===== config.mk =====
export PLATFORM = sky130hd
export DESIGN_NAME = integer_divide_unit
export DESIGN_NICKNAME = d
export VERILOG_FILES = /design/src/divide_pkg.sv /design/src/div_core.sv /design/src/integer_divide_unit.sv
export SDC_FILE = /design/constraint.sdc
export NUM_CORES = 1
export LEC_CHECK = 0
export CAP_MARGIN = 40
export CELL_PAD_IN_SITES_DETAIL_PLACEMENT = 0
export CELL_PAD_IN_SITES_GLOBAL_PLACEMENT = 1
export CORE_MARGIN = 2
export CORE_UTILIZATION = 47
export CTS_CLUSTER_DIAMETER = 50
export DETAILED_ROUTE_END_ITERATION = 8
export DONT_BUFFER_PORTS = 1
export HOLD_SLACK_MARGIN = 0.03
export PLACE_DENSITY_LB_ADDON = 0.1
export SETUP_SLACK_MARGIN = 0.4
export SYNTH_ARGS = -nofsm -noshare
export SYNTH_HDL_FRONTEND = slang
export SYNTH_SLANG_ARGS = --single-unit

===== constraint.sdc =====
create_clock -name ref_clk -period 3.7 [get_ports ref_clk]
set_input_delay 0.185 -clock ref_clk [delete_from_list [all_inputs] [get_ports ref_clk]]
set_output_delay 0.185 -clock ref_clk [all_outputs]
set_load 0.005 [all_outputs]

===== src/divide_pkg.sv =====
// Purpose: Shared constants and types for the integer divide unit.
// Assumes: 16-bit core with 20-bit physical addresses, word-wide memory port.
// Notes:   Flag bit positions are plain defaults and may be moved to suit the core.
package divide_pkg;
   // Divider sizing
   localparam int          DIV_STEPS      = 32;            // One quotient bit per cycle
   localparam logic [5:0]  STEP_LAST      = 6'h1F;         // Index of the final step
   // Quotient limits per form
   localparam logic [31:0] LIM_UBYTE      = 32'h0000_00FF; // Unsigned byte
   localparam logic [31:0] LIM_UWORD      = 32'h0000_FFFF; // Unsigned word
   localparam logic [31:0] LIM_SBYTE      = 32'h0000_007F; // Signed byte, both signs
   localparam logic [31:0] LIM_SWORD      = 32'h0000_7FFF; // Signed word, both signs
   // Trap vector 0 locations and stack step
   localparam logic [19:0] VEC_OFF_ADDR   = 20'h00000;     // Offset word
   localparam logic [19:0] VEC_SEG_ADDR   = 20'h00002;     // Segment word
   localparam logic [15:0] PUSH_STEP      = 16'h0002;      // Bytes per push
   // Flag positions inside flags_word
   localparam int          IRQ_EN_BIT     = 9;             // maskable_irq_enable
   localparam int          STEP_BIT       = 8;             // single_step_flag
   // Reset values
   localparam logic [15:0] RST_WORD       = 16'h0000;
   localparam logic [19:0] RST_ADDR       = 20'h00000;
   // Sequencer states, Gray along the trap path
   typedef enum logic [2:0] {
      ST_IDLE   = 3'h0,
      ST_DIVIDE = 3'h1,
      ST_RD_OFF = 3'h3,
      ST_RD_SEG = 3'h2,
      ST_PSH_FL = 3'h6,
      ST_PSH_CS = 3'h7,
      ST_PSH_IP = 3'h5
   } seq_state_t;
endpackage


===== src/div_core.sv =====
// Purpose: Unsigned 32 by 16 restoring divider, one quotient bit per cycle.
// Assumes: Divisor is non-zero; the caller screens zero before starting.
// Notes:   Result is valid in the cycle done is high and held until next start.
module div_core
   import divide_pkg::*;
(
   // Clock and control
   input  wire logic        ref_clk,
   input  wire logic        rst_n,
   input  wire logic        clk_en,
   // Request
   input  wire logic        start,
   input  wire logic [31:0] dividend,
   input  wire logic [15:0] divisor,
   // Result
   output logic             done,
   output logic [31:0]      quotient,
   output logic [15:0]      remainder
);
   logic        running;   // Iteration in progress
   logic [5:0]  step;      // Current step index
   logic [15:0] dsr;       // Held divisor
   logic [16:0] trial;     // Shifted partial remainder
   logic        fits;      // Divisor fits into trial

   // Next partial remainder candidate
   always_comb begin
      trial = {remainder, quotient[31]};
      fits  = trial >= {1'b0, dsr};
   end

   // Shift-subtract sequence; freezing with clk_en stretches it safely
   always_ff @(posedge ref_clk) begin
      if (!rst_n) begin
         running   <= 1'b0;
         step      <= 6'h00;
         dsr       <= RST_WORD;
         quotient  <= 32'h0000_0000;
         remainder <= RST_WORD;
         done      <= 1'b0;
      end else if (clk_en) begin
         done <= 1'b0;
         if (start) begin
            // Load operands; quotient register doubles as dividend shifter
            running   <= 1'b1;
            step      <= 6'h00;
            dsr       <= divisor;
            quotient  <= dividend;
            remainder <= RST_WORD;
         end else if (running) begin
            if (fits) begin
               remainder <= 16'(trial - {1'b0, dsr});
            end else begin
               remainder <= trial[15:0];
            end
            quotient <= {quotient[30:0], fits};
            step     <= 6'(step + 6'h01);
            if (step == STEP_LAST) begin
               running <= 1'b0;
               done    <= 1'b1;
            end
         end
      end
   end
endmodule


===== src/integer_divide_unit.sv =====
// Purpose: Signed and unsigned byte and word division with vector 0 trap entry.
// Assumes: Sequencer holds operands stable only at start; memory port answers with mem_ack.
// Notes:   Arithmetic flags are not driven here; the core keeps its own.
// Functional notes
// RQ1: Signed byte: quotient low byte, remainder high byte.
// RQ2: Signed word: quotient to accumulator, remainder data word.
// RQ3: Zero divisor always raises vector 0 trap.
// RQ4: Truncate quotient; remainder takes dividend sign.
// RQ5: Unsigned byte: quotient above FFH traps.
// RQ6: Unsigned word: quotient above FFFFH traps.
// RQ7: Trap fetches vector, pushes flags, segment, pointer.
// RQ8: Arithmetic flags left unchanged after division.
module integer_divide_unit
   import divide_pkg::*;
(
   // Clock, reset, enable
   input  wire logic        ref_clk,
   input  wire logic        rst_n,
   input  wire logic        clk_en,
   // Division request from the sequencer
   input  wire logic        start,
   input  wire logic        word_mode,
   input  wire logic        signed_mode,
   input  wire logic [15:0] accumulator_word,
   input  wire logic [15:0] data_word_reg,
   input  wire logic [15:0] operand,
   // Architectural state needed by the trap
   input  wire logic [15:0] flags_word,
   input  wire logic [15:0] code_segment,
   input  wire logic [15:0] instr_pointer,
   input  wire logic [15:0] stack_ptr,
   input  wire logic [15:0] stack_segment,
   // Results
   output logic             busy,
   output logic             done,
   output logic             acc_we,
   output logic             data_we,
   output logic [15:0]      acc_result,
   output logic [15:0]      data_result,
   // Trap outcome
   output logic             trap_done,
   output logic [15:0]      flags_result,
   output logic [15:0]      cs_result,
   output logic [15:0]      ip_result,
   output logic [15:0]      sp_result,
   // Memory port
   output logic             mem_req,
   output logic             mem_write,
   output logic [19:0]      mem_addr,
   output logic [15:0]      mem_wdata,
   input  wire logic [15:0] mem_rdata,
   input  wire logic        mem_ack
);
   import divide_pkg::*;
   seq_state_t  state;                     // Sequencer state
   logic        lat_word, lat_signed;      // Latched form and mode
   logic        lat_qneg, lat_rneg;        // Quotient negative; remainder follows dividend sign
   logic [15:0] lat_acc, lat_dw, lat_op;   // Latched dividend low word, high word and divisor
   logic [15:0] lat_flags, lat_cs, lat_ip; // Flags, segment and pointer to push
   logic [15:0] lat_ss;                    // Stack segment
   logic [15:0] vec_off, vec_seg;          // Fetched trap offset and segment
   logic [31:0] dend_raw, dend_mag;        // Dividend extended to 32 bits, and its magnitude
   logic [15:0] dsr_raw, dsr_mag;          // Divisor extended to 16 bits, and its magnitude
   logic        dend_neg, dsr_neg;         // Operand signs
   logic        core_done;                 // Divider finished
   logic [31:0] q_mag, q_lim, q_fin;       // Quotient magnitude, largest allowed, signed quotient
   logic [15:0] r_mag, r_fin;              // Remainder magnitude and signed remainder
   logic        q_ovf;                     // Quotient out of range
   logic [15:0] next_sp;                   // Stack pointer after one push
   // Operand shaping; signed byte operands are sign-extended first
   always_comb begin
      if (word_mode) begin
         dend_raw = {data_word_reg, accumulator_word};
         dsr_raw  = operand;
      end else begin
         dend_raw = {{16{signed_mode & accumulator_word[15]}}, accumulator_word};
         dsr_raw  = {{8{signed_mode & operand[7]}}, operand[7:0]};
      end
      dend_neg = signed_mode & dend_raw[31];
      dsr_neg  = signed_mode & dsr_raw[15];
      dend_mag = dend_neg ? 32'(32'h0000_0000 - dend_raw) : dend_raw;
      dsr_mag  = dsr_neg ? 16'(16'h0000 - dsr_raw) : dsr_raw;
   end
   // Magnitudes divided unsigned, so truncation toward zero falls out [RQ4]
   div_core u_core (
      .ref_clk   (ref_clk),
      .rst_n     (rst_n),
      .clk_en    (clk_en),
      .start     (start && state == ST_IDLE && dsr_raw != RST_WORD),
      .dividend  (dend_mag),
      .divisor   (dsr_mag),
      .done      (core_done),
      .quotient  (q_mag),
      .remainder (r_mag)
   );
   // Range check and sign restore; signed limits are symmetric [RQ5] [RQ6]
   always_comb begin
      case ({lat_signed, lat_word})
         2'b00:   q_lim = LIM_UBYTE;
         2'b01:   q_lim = LIM_UWORD;
         2'b10:   q_lim = LIM_SBYTE;
         default: q_lim = LIM_SWORD;
      endcase
      q_ovf   = q_mag > q_lim;
      q_fin   = lat_qneg ? 32'(32'h0000_0000 - q_mag) : q_mag;
      r_fin   = lat_rneg ? 16'(16'h0000 - r_mag) : r_mag;           // [RQ4]
      next_sp = 16'(sp_result - PUSH_STEP);
   end
   // Physical address of a stack slot
   function automatic logic [19:0] stack_addr(input logic [15:0] seg, input logic [15:0] ofs);
      stack_addr = 20'({seg, 4'h0} + {4'h0, ofs});
   endfunction
   // Request latch and sequencer; arithmetic flags never touched [RQ8]
   always_ff @(posedge ref_clk) begin
      if (!rst_n) begin
         state        <= ST_IDLE;
         lat_word     <= 1'b0;
         lat_signed   <= 1'b0;
         lat_qneg     <= 1'b0;
         lat_rneg     <= 1'b0;
         lat_acc      <= RST_WORD;
         lat_dw       <= RST_WORD;
         lat_op       <= RST_WORD;
         lat_flags    <= RST_WORD;
         lat_cs       <= RST_WORD;
         lat_ip       <= RST_WORD;
         lat_ss       <= RST_WORD;
         vec_off      <= RST_WORD;
         vec_seg      <= RST_WORD;
         busy         <= 1'b0;
         done         <= 1'b0;
         acc_we       <= 1'b0;
         data_we      <= 1'b0;
         acc_result   <= RST_WORD;
         data_result  <= RST_WORD;
         trap_done    <= 1'b0;
         flags_result <= RST_WORD;
         cs_result    <= RST_WORD;
         ip_result    <= RST_WORD;
         sp_result    <= RST_WORD;
         mem_req      <= 1'b0;
         mem_write    <= 1'b0;
         mem_addr     <= RST_ADDR;
         mem_wdata    <= RST_WORD;
      end else if (clk_en) begin
         // Pulses last one enabled cycle
         done      <= 1'b0;
         acc_we    <= 1'b0;
         data_we   <= 1'b0;
         trap_done <= 1'b0;
         case (state)
            ST_IDLE: begin
               if (start) begin
                  lat_word   <= word_mode;
                  lat_signed <= signed_mode;
                  lat_qneg   <= dend_neg ^ dsr_neg;
                  lat_rneg   <= dend_neg;
                  lat_acc    <= accumulator_word;
                  lat_dw     <= data_word_reg;
                  lat_op     <= operand;
                  lat_flags  <= flags_word;
                  lat_cs     <= code_segment;
                  lat_ip     <= instr_pointer;
                  lat_ss     <= stack_segment;
                  sp_result  <= stack_ptr;
                  busy       <= 1'b1;
                  if (dsr_raw == RST_WORD) begin
                     // Zero divisor skips the divider entirely [RQ3]
                     state     <= ST_RD_OFF;
                     mem_req   <= 1'b1;
                     mem_write <= 1'b0;
                     mem_addr  <= VEC_OFF_ADDR;
                  end else begin
                     state <= ST_DIVIDE;
                  end
               end
            end
            ST_DIVIDE: begin
               if (core_done) begin
                  if (q_ovf) begin
                     // Results stay unwritten on overflow [RQ5] [RQ6]
                     state     <= ST_RD_OFF;
                     mem_req   <= 1'b1;
                     mem_write <= 1'b0;
                     mem_addr  <= VEC_OFF_ADDR;
                  end else if (lat_word) begin
                     acc_result  <= q_fin[15:0];                     // [RQ2] [RQ6]
                     data_result <= r_fin;
                     acc_we      <= 1'b1;
                     data_we     <= 1'b1;
                     done        <= 1'b1;
                     busy        <= 1'b0;
                     state       <= ST_IDLE;
                  end else begin
                     acc_result <= {r_fin[7:0], q_fin[7:0]};         // [RQ1] [RQ5]
                     acc_we     <= 1'b1;
                     done       <= 1'b1;
                     busy       <= 1'b0;
                     state      <= ST_IDLE;
                  end
               end
            end
            ST_RD_OFF: begin
               if (mem_ack) begin
                  vec_off  <= mem_rdata;                             // [RQ7]
                  mem_addr <= VEC_SEG_ADDR;
                  state    <= ST_RD_SEG;
               end
            end
            ST_RD_SEG: begin
               if (mem_ack) begin
                  vec_seg   <= mem_rdata;                            // [RQ7]
                  sp_result <= next_sp;
                  mem_addr  <= stack_addr(lat_ss, next_sp);
                  mem_wdata <= lat_flags;
                  mem_write <= 1'b1;
                  state     <= ST_PSH_FL;
               end
            end
            ST_PSH_FL: begin
               if (mem_ack) begin
                  // Flags go out unmodified, then lose enable and step [RQ7]
                  flags_result               <= lat_flags;
                  flags_result[IRQ_EN_BIT]   <= 1'b0;
                  flags_result[STEP_BIT]     <= 1'b0;
                  sp_result                  <= next_sp;
                  mem_addr                   <= stack_addr(lat_ss, next_sp);
                  mem_wdata                  <= lat_cs;
                  state                      <= ST_PSH_CS;
               end
            end
            ST_PSH_CS: begin
               if (mem_ack) begin
                  cs_result <= vec_seg;                              // [RQ7]
                  sp_result <= next_sp;
                  mem_addr  <= stack_addr(lat_ss, next_sp);
                  mem_wdata <= lat_ip;
                  state     <= ST_PSH_IP;
               end
            end
            ST_PSH_IP: begin
               if (mem_ack) begin
                  ip_result <= vec_off;                              // [RQ7]
                  mem_req   <= 1'b0;
                  mem_write <= 1'b0;
                  trap_done <= 1'b1;
                  busy      <= 1'b0;
                  state     <= ST_IDLE;
               end
            end
            default: begin
               state   <= ST_IDLE;
               mem_req <= 1'b0;
               busy    <= 1'b0;
            end
         endcase
      end
   end
   // Checks on the datapath and trap sequence
   a_zero_trap: assert property (@(posedge ref_clk) disable iff (!rst_n) // [RQ3]
      clk_en && start && state == ST_IDLE && dsr_raw == RST_WORD |=> state == ST_RD_OFF && mem_req && !mem_write)
      else $error("zero divisor did not enter trap");
   a_ovf_trap: assert property (@(posedge ref_clk) disable iff (!rst_n) // [RQ6]
      clk_en && state == ST_DIVIDE && core_done && q_ovf |=> state == ST_RD_OFF && !done && !acc_we)
      else $error("overflow did not trap");
   a_ubyte_result: assert property (@(posedge ref_clk) disable iff (!rst_n) // [RQ5]
      done && !lat_word && !lat_signed |->
      32'(acc_result[7:0]) * 32'(lat_op[7:0]) + 32'(acc_result[15:8]) == 32'(lat_acc)
      && acc_result[15:8] < lat_op[7:0])
      else $error("unsigned byte result wrong");
   a_uword_result: assert property (@(posedge ref_clk) disable iff (!rst_n) // [RQ6]
      done && lat_word && !lat_signed |->
      32'(acc_result) * 32'(lat_op) + 32'(data_result) == {lat_dw, lat_acc} && data_result < lat_op)
      else $error("unsigned word result wrong");
   a_sword_result: assert property (@(posedge ref_clk) disable iff (!rst_n) // [RQ2]
      done && lat_word && lat_signed |->
      32'($signed({{16{acc_result[15]}}, acc_result}) * $signed({{16{lat_op[15]}}, lat_op})
      + $signed({{16{data_result[15]}}, data_result})) == {lat_dw, lat_acc} && acc_result != 16'h8000)
      else $error("signed word result wrong");
   a_sbyte_result: assert property (@(posedge ref_clk) disable iff (!rst_n) // [RQ1]
      done && !lat_word && lat_signed |->
      16'($signed({{8{acc_result[7]}}, acc_result[7:0]}) * $signed({{8{lat_op[7]}}, lat_op[7:0]})
      + $signed({{8{acc_result[15]}}, acc_result[15:8]})) == lat_acc && acc_result[7:0] != 8'h80)
      else $error("signed byte result wrong");
   a_rem_sign: assert property (@(posedge ref_clk) disable iff (!rst_n) // [RQ4]
      done && lat_signed && lat_word && data_result != RST_WORD |-> data_result[15] == lat_dw[15])
      else $error("remainder sign differs from dividend");
   a_vec_fetch: assert property (@(posedge ref_clk) disable iff (!rst_n) // [RQ7]
      state == ST_RD_OFF |-> mem_addr == VEC_OFF_ADDR && !mem_write)
      else $error("vector offset fetch address wrong");
   a_trap_exit: assert property (@(posedge ref_clk) disable iff (!rst_n) // [RQ7]
      trap_done |-> ip_result == vec_off && cs_result == vec_seg
      && !flags_result[IRQ_EN_BIT] && !flags_result[STEP_BIT] && !mem_req)
      else $error("trap exit state wrong");
   a_flags_push: assert property (@(posedge ref_clk) disable iff (!rst_n) // [RQ7]
      state == ST_PSH_FL |-> mem_write && mem_wdata == lat_flags && mem_addr == stack_addr(lat_ss, sp_result))
      else $error("flags push wrong");
endmodule


==> summary.txt, run 1 <==
Run status
  • Outcome: complete, no violations

Flow run
  • Max-Cap Viols: 0

Yosys
  • Commonest cells post-synth: 473 x nand2_1, 311 x dfxtp_1, 179 x a21boi_0, 119 x clkbuf_1, 94 x o21ai_0
  • Sequential area share after synthesis: a little under two fifths
  • Post-synth top area share: between 30% and 40%
  • Top-count cell post-synth: nand2_1
  • Synthesized area per cell: between 8 and 9 sq um
  • Async set-or-reset flop fraction in the synthesized netlist: 0%
  • Top_reg_cell synth: dfxtp_1
  • Mapped Cells: between 2000 and 2500
  • YS warnings: 0
  • Cell type with the largest total area after synthesis: dfxtp_1
  • Ranking of synthesized cells by area: dfxtp_1 38%, nand2_1 11%, a21boi_0 8.1%
  • Count of state elements after synthesis: approximately 310
  • Post-Syn Area: 0.0165 sq mm
  • Post-synth cell types: slightly below 80
  • Post-synth EDFFs: 0

Critical path
  • Worst path most repeated cell: xor2_1
  • Reg-to-Reg Start: sp_result[1]
  • Reg2Reg Setup Slack: 0.51 ns
  • CP Data Required Time: 4.11 ns
  • CP Cell Sequence: or4_1 > nand2b_4 > or3_4 > nor3b_2 > xor2_1 > ha_1 > nand3_1 > nor2_1 > a211o_1 > a21oi_2 > xor2_1 > o31ai_1
  • Crit path DAT: 3.60 ns
  • Crit-path max FO: 5
  • Critical Path Source: sp_result[1]
  • Setup CP Type: reg2reg
  • Worst setup EP type: register
  • Critical path's largest stage delay: between 0.5 and 0.6 ns
  • Slowest stage cell, crit path: or4_1
  • Critical Path Source Type: register

Global routing
  • First-pass GRT wire length: around 80000 um
  • Grt ovf: 0
  • GRT Total Usage: between 20% and 30%
  • Vias in the first global route: ~15000
  • Initial antenna violation count: 1
  • Largest net degree at the start of global routing: between 200 and 250

Floorplan
  • FP Rows: 68
  • Core area: between 0.03 and 0.04 sq mm
  • Boundary pin count: 290
  • Die height: ~190 um
  • Initial Util: 47.8%
  • Chip width: around 190 um
  • Die ar.: between 0.03 and 0.04 sq mm

Clock tree
  • Clock buffer depth: 3
  • TritonCTS clock tree: built
  • Root Buffer: clkbuf_16
  • Htree depth: 2
  • CTS sink cnt: 311
  • Worst skew pair latency: around 0.54 ns
  • Clk slew on worst S/H paths: 0.06 ns
  • Cts bufs inserted: 40

Timing
  • Post-layout min period: around 3.2 ns
  • Sum Neg Setup Slack: 0 ns
  • RSZ-0062 raised after global routing: yes
  • Slew margin rel.: between 30% and 40%
  • Pins Over Slew Limit: 0
  • Final period util: between 80 and 90%
  • Hold Vio Cnt, Final: 0
  • Layout Skew: 0.0224 ns
  • Setup-failing EPs final: 0
  • Measured slew at the worst slew-check pin: between 0.9 and 1 ns
  • Max Freq: roughly 0.31 GHz

Hold path
  • Min-delay src: data_word_reg[13]
  • Min-delay worst type: in2reg

Placement
  • GP Congestion: around 0.87
  • Number of port buffers: 0
  • Placed cell areas: 0.0168 sq mm
  • DP Wirelength: approximately 34000 um

Detailed routing
  • DRC: 0
  • Wirelength per Cell: ~19 um
  • Vias: about 15000
  • DRT antenna net count: 0
  • Iter 0 DRT Violations: 860
  • Via/cell ratio: about 5.6
  • DRT Pass-1 Iters: 4
  • Drt total wl: approximately 52000 um

Final layout
  • Final net count: between 2000 and 2500
  • Area growth from synthesis to layout: 24.7%
  • FF/Latch Area: a little over 0.006 sq mm
  • Share of cells above drive strength 1: 7.29%
  • Design area: 0.0206 sq mm
  • Multi-input gate area: between 0.009 and 0.01 sq mm
  • Filler cells: between 3000 and 4000

Power
  • Maximum vdd ir drop: 0.374 mV
  • Leakage: 8.04 nW
  • Power Density: between 400 and 500 mW/mm^2
[metrics by stage]
step                      hold WS [ns]  power (mW)  setup WS, ns  utilization, %  cells
after floorplan                  0.330        5.08         0.436               -   2053
after global routing            0.0384        10.1         0.319            59.6   2706
after detailed placement         0.338        5.48         0.259            48.6   2399
after global placement           0.331        5.46         0.284            48.5   2396
after CTS                       0.0300        9.66         0.357            59.2   2701
final                           0.0393        9.68         0.507            59.6   2707
[worst paths after layout]
kind / cells past startpoint / endpoint
min reg2reg: 2 / cs_result[15]
max: 12 / mem_addr[16]
max reg2reg: 12 / mem_addr[16]
min: 3 / u_core.quotient[29]
[placed cells by master (no fill, tap or decap), types with 9 or more instances in the layout]
cell type / instances
or3_1: 11
nand2b_1: 10
nor4_1: 9
nor2_1: 75
o211ai_1: 31
o31ai_1: 29
dlygate4sd3_1: 226
xnor2_1: 49
mux2i_1: 71
nand3_1: 55
and2_1: 18
xor2_1: 56
clkbuf_16: 40
a211oi_1: 17
nor3_1: 17
a21boi_0: 179
ha_1: 41
dfxtp_1: 311
nand4_1: 9
a21oi_1: 90
a21o_1: 12
o21ai_0: 89
buf_4: 38
nor2b_1: 43
inv_1: 45
nand2_1: 472
[cell families (layout without fill, tap and decap cells)]
kind of cell / Yosys count / count (layout) / synth area share (%)
simple gates: 776 / 776 / 21.0
compound gates: 549 / 549 / 22.8
flops: 311 / 311 / 37.7
buf+inv: 187 / 385 / 4.62
xor+xnor: 107 / 107 / 5.68
mux: 74 / 74 / 4.51
fa+ha+maj: 47 / 47 / 3.65
other cells: 1 / 3 / 0.0227
[area by class of cell]
class,count,share of cell area (%)
Antenna cell,1,0.0122
Tap cell,455,2.77
Timing Repair Buffer,268,12.7
Multi-Input combinational cell,1555,47.0
Clock inverter,18,0.997
Sequential cell,311,30.2
Inverter,45,0.821
Clock buffer,54,5.46
[power breakdown]
group	internal (mW)	switching, mW
Clock	2.36	1.54
Sequential	3.48	0.150
Combinational	0.949	1.19
Total	6.79	2.88
[routing by layer]
metal	global-route usage, %	part of all wire, %	vias to the layer above	wire, um
met5	0	0	-	0
met4	8.55	2.5	0	1320
met3	6.70	6.4	78	3350
met2	47.9	48	377	25000
met1	34.3	43	7180	22300
li1	-	-	7449	-
[registers in the layout (all words and copies together), names as in the netlist, 6 cells and up]
register,count
acc_result,16
cs_result,16
data_result,16
flags_result,14
ip_result,16
lat_cs,16
lat_flags,16
lat_ip,16
lat_ss,16
mem_addr,20
mem_wdata,16
sp_result,16
u_core.dsr,16
u_core.quotient,32
u_core.remainder,16
u_core.step,6
vec_off,16
vec_seg,16
[what timing repair did]
| action | in CTS | in global routing |
|---|---|---|
| buffers inserted | 3 | 5 |
| endpoints found under the setup margin | 7 | 11 |
| resized for setup | 5 | 24 |
| pin swaps | 2 | 7 |
| hold buffers | 227 | 0 |
| hold endpoints to repair | 294 | 0 |
[worst max-delay path, delay by kind of cell, from the launching register on]
| family | cells | cell delay (ns) |
|---|---|---|
| AND/OR/NAND/NOR | 6 | 1.53 |
| AO/OA/AOI/OAI | 3 | 0.52 |
| XOR/XNOR | 2 | 0.39 |
| flip-flops | 1 | 0.31 |
| adder cells (fa/ha/maj) | 1 | 0.31 |
(Power assumes the default switching activity.)
==> run 2: changes to the inputs <==
--- a/config.mk
+++ b/config.mk
@@ -8,6 +8,7 @@
 export CAP_MARGIN = 40
 export CELL_PAD_IN_SITES_DETAIL_PLACEMENT = 0
 export CELL_PAD_IN_SITES_GLOBAL_PLACEMENT = 1
+export CORE_ASPECT_RATIO = 0.75
 export CORE_MARGIN = 2
 export CORE_UTILIZATION = 47
 export CTS_CLUSTER_DIAMETER = 50
@@ -16,6 +17,7 @@
 export HOLD_SLACK_MARGIN = 0.03
 export PLACE_DENSITY_LB_ADDON = 0.1
 export SETUP_SLACK_MARGIN = 0.4
+export SKIP_LAST_GASP = 1
 export SYNTH_ARGS = -nofsm -noshare
 export SYNTH_HDL_FRONTEND = slang
 export SYNTH_SLANG_ARGS = --single-unit
==> summary.txt, run 2 (synthesized netlist as in run 1, its figures left out) <==
Run status
  • Outcome: complete, no violations

Critical path
  • Crit path DAT: between 3 and 4 ns
  • CP endpoint: mem_addr[16]
  • Critical Path Source Type: register
  • Worst setup EP type: register
  • R2r worst-path depth: 12
  • Crit-path max FO: 5
  • Reg-to-Reg Start: sp_result[1]
  • CP Cell Sequence: or4_4 > nand2b_4 > or3_4 > nor3_4 > xor2_1 > ha_1 > a211oi_1 > nor2_1 > a211o_1 > a21oi_2 > xor2_1 > o31ai_2
  • Worst r2r dst: mem_addr[16]
  • Critical path's largest stage delay: 0.54 ns
  • Critical Path Source: sp_result[1]
  • Buffers plus inverters on the worst setup path: 0
  • Setup CP Type: reg2reg
  • Worst path most repeated cell: xor2_1
  • CP Data Required Time: ~4.1 ns
  • Family with the most delay on the worst path: simple AND/OR/NAND/NOR gates
  • Slowest stage cell, crit path: or4_4
  • Stages on worst setup path: 12
  • Reg2Reg Setup Slack: between 0.4 and 0.5 ns

Timing
  • Hold Vio Cnt, Final: 0
  • Final period util: around 89%
  • Max Freq: between 0.3 and 0.4 GHz
  • Layout Skew: 0.0154 ns
  • RSZ-0062 raised after global routing: yes
  • Setup-failing EPs final: 0
  • Post-layout min period: between 3 and 4 ns
  • Setup WS post-layout: between 0.4 and 0.5 ns
  • Pins Over Slew Limit: 0
  • Measured slew at the worst slew-check pin: approximately 0.85 ns
  • Slew margin rel.: around 42%
  • Sum Neg Setup Slack: 0 ns

Global routing
  • First-pass GRT wire length: ~84000 um
  • GRT Total Usage: between 20% and 30%
  • Grt ovf: 0
  • Largest net degree at the start of global routing: 202
  • Initial antenna violation count: 3
  • Vias in the first global route: between 15000 and 20000

Clock tree
  • Root Buffer: clkbuf_16
  • Clk slew on worst S/H paths: approximately 0.06 ns
  • CTS sink cnt: 311
  • Worst skew pair latency: around 0.53 ns
  • TritonCTS clock tree: built
  • Clock buffer depth: 3
  • Htree depth: 2
  • Cts bufs inserted: 38

Detailed routing
  • DRT antenna net count: 0
  • Drt total wl: roughly 53000 um
  • Vias: 15700
  • Wirelength per Cell: between 15 and 20 um
  • DRT Pass-1 Iters: 5
  • DRC: 0
  • Via/cell ratio: 5.61
  • Iter 0 DRT Violations: 1086

Final layout
  • Largest Register: u_core.quotient
  • Most common cell after layout, fill and taps aside: nand2_1
  • Final net count: 2501
  • Top flop regs: u_core.quotient: 32 flops, mem_addr: 20 flops
  • Number of flip-flops in the largest register: 32
  • Commonest non-fill, non-tap cells in the layout: 471 x nand2_1, 313 x dlygate4sd3_1, 309 x dfxtp_1
  • Share of cells above drive strength 1: 7.12%
  • Area growth from synthesis to layout: 29.6%

Floorplan
  • Die height: ~170 um
  • FP Rows: between 50 and 60
  • Initial Util: 47.7%
  • Die ar.: 0.0367 sq mm
  • Core area: about 0.035 sq mm
  • Boundary pin count: 290
  • Chip width: between 200 and 250 um

Placement
  • Number of port buffers: 0
  • Place WS: approximately 0.18 ns
  • GP Congestion: just under 0.9
  • DP Wirelength: about 35000 um

Hold path
  • Min-delay worst type: in2reg

Power
  • Pwr Total: 9.63 mW
  • Power Density: 450 mW/mm^2
  • Maximum vdd ir drop: 0.473 mV
  • Leakage: about 8.5 nW

Flow run
  • Max-Cap Viols: 0
-- run 2: timing repair --
action	in CTS	in global routing
resized for setup	6	33
endpoints found under the hold margin	293	0
endpoints found under the setup margin	8	54
buffers inserted	5	3
hold buffers	314	0
pin swaps	4	7
-- run 2: worst min-delay path by stage --
stage                            from                  end  slack [ns]  cells after the start
floorplan             code_segment[0]            lat_cs[0]        0.33                      2
global placement        mem_rdata[15]          vec_seg[15]        0.33                      2
detailed placement  instr_pointer[11]           lat_ip[11]        0.34                      2
CTS                  data_word_reg[8]  u_core.quotient[24]        0.03                      3
global route         data_word_reg[8]  u_core.quotient[24]        0.07                      3
finish                    operand[10]       u_core.dsr[10]        0.05                      4
-- run 2: cell type report --
| type | count | area, sq um |
|---|---|---|
| multi-input cells | 1555 | 9660 |
| well taps | 457 | 572 |
| inverters | 45 | 169 |
| repair buffers | 352 | 3470 |
| clock inverters | 22 | 249 |
| flip-flops and latches | 311 | 6230 |
| fillers | 3064 | 13200 |
| diodes | 4 | 10.0 |
| clock buffers | 47 | 1040 |
-- run 2: through the flow --
step,cells,utilization [%],instance area (sq um),hold WS [ns]
2_1_floorplan,2053,-,16500,0.330
3_3_place_gp,2396,48.3,16700,0.333
3_5_place_dp,2398,48.4,16700,0.338
4_1_cts,2786,61.4,21300,0.0322
5_1_grt,2792,61.8,21400,0.0664
6_report,2793,61.8,21400,0.0509
-- run 2: layer usage --
layer	global-route usage, %	up-vias	wire, um
met4	8.87	0	1390
met5	0	-	0
li1	-	7621	-
met3	7.77	80	4340
met2	42.3	464	22700
met1	39.8	7493	24900
-- run 2: worst register-to-register path, stage by stage, from the launching register on --
cell,delay [ns]
dfxtp_2,0.32
or4_4,0.54
nand2b_4,0.18
or3_4,0.39
nor3_4,0.14
xor2_1,0.21
ha_1,0.31
a211oi_1,0.22
nor2_1,0.09
a211o_1,0.28
a21oi_2,0.17
xor2_1,0.09
o31ai_2,0.24
-- run 2: power by group --
part	switching, mW	internal [mW]	leakage (nW)	total [mW]
clock network	1.55	2.30	0.637	3.85
logic	1.18	0.973	5.33	2.15
registers	0.151	3.48	2.52	3.63
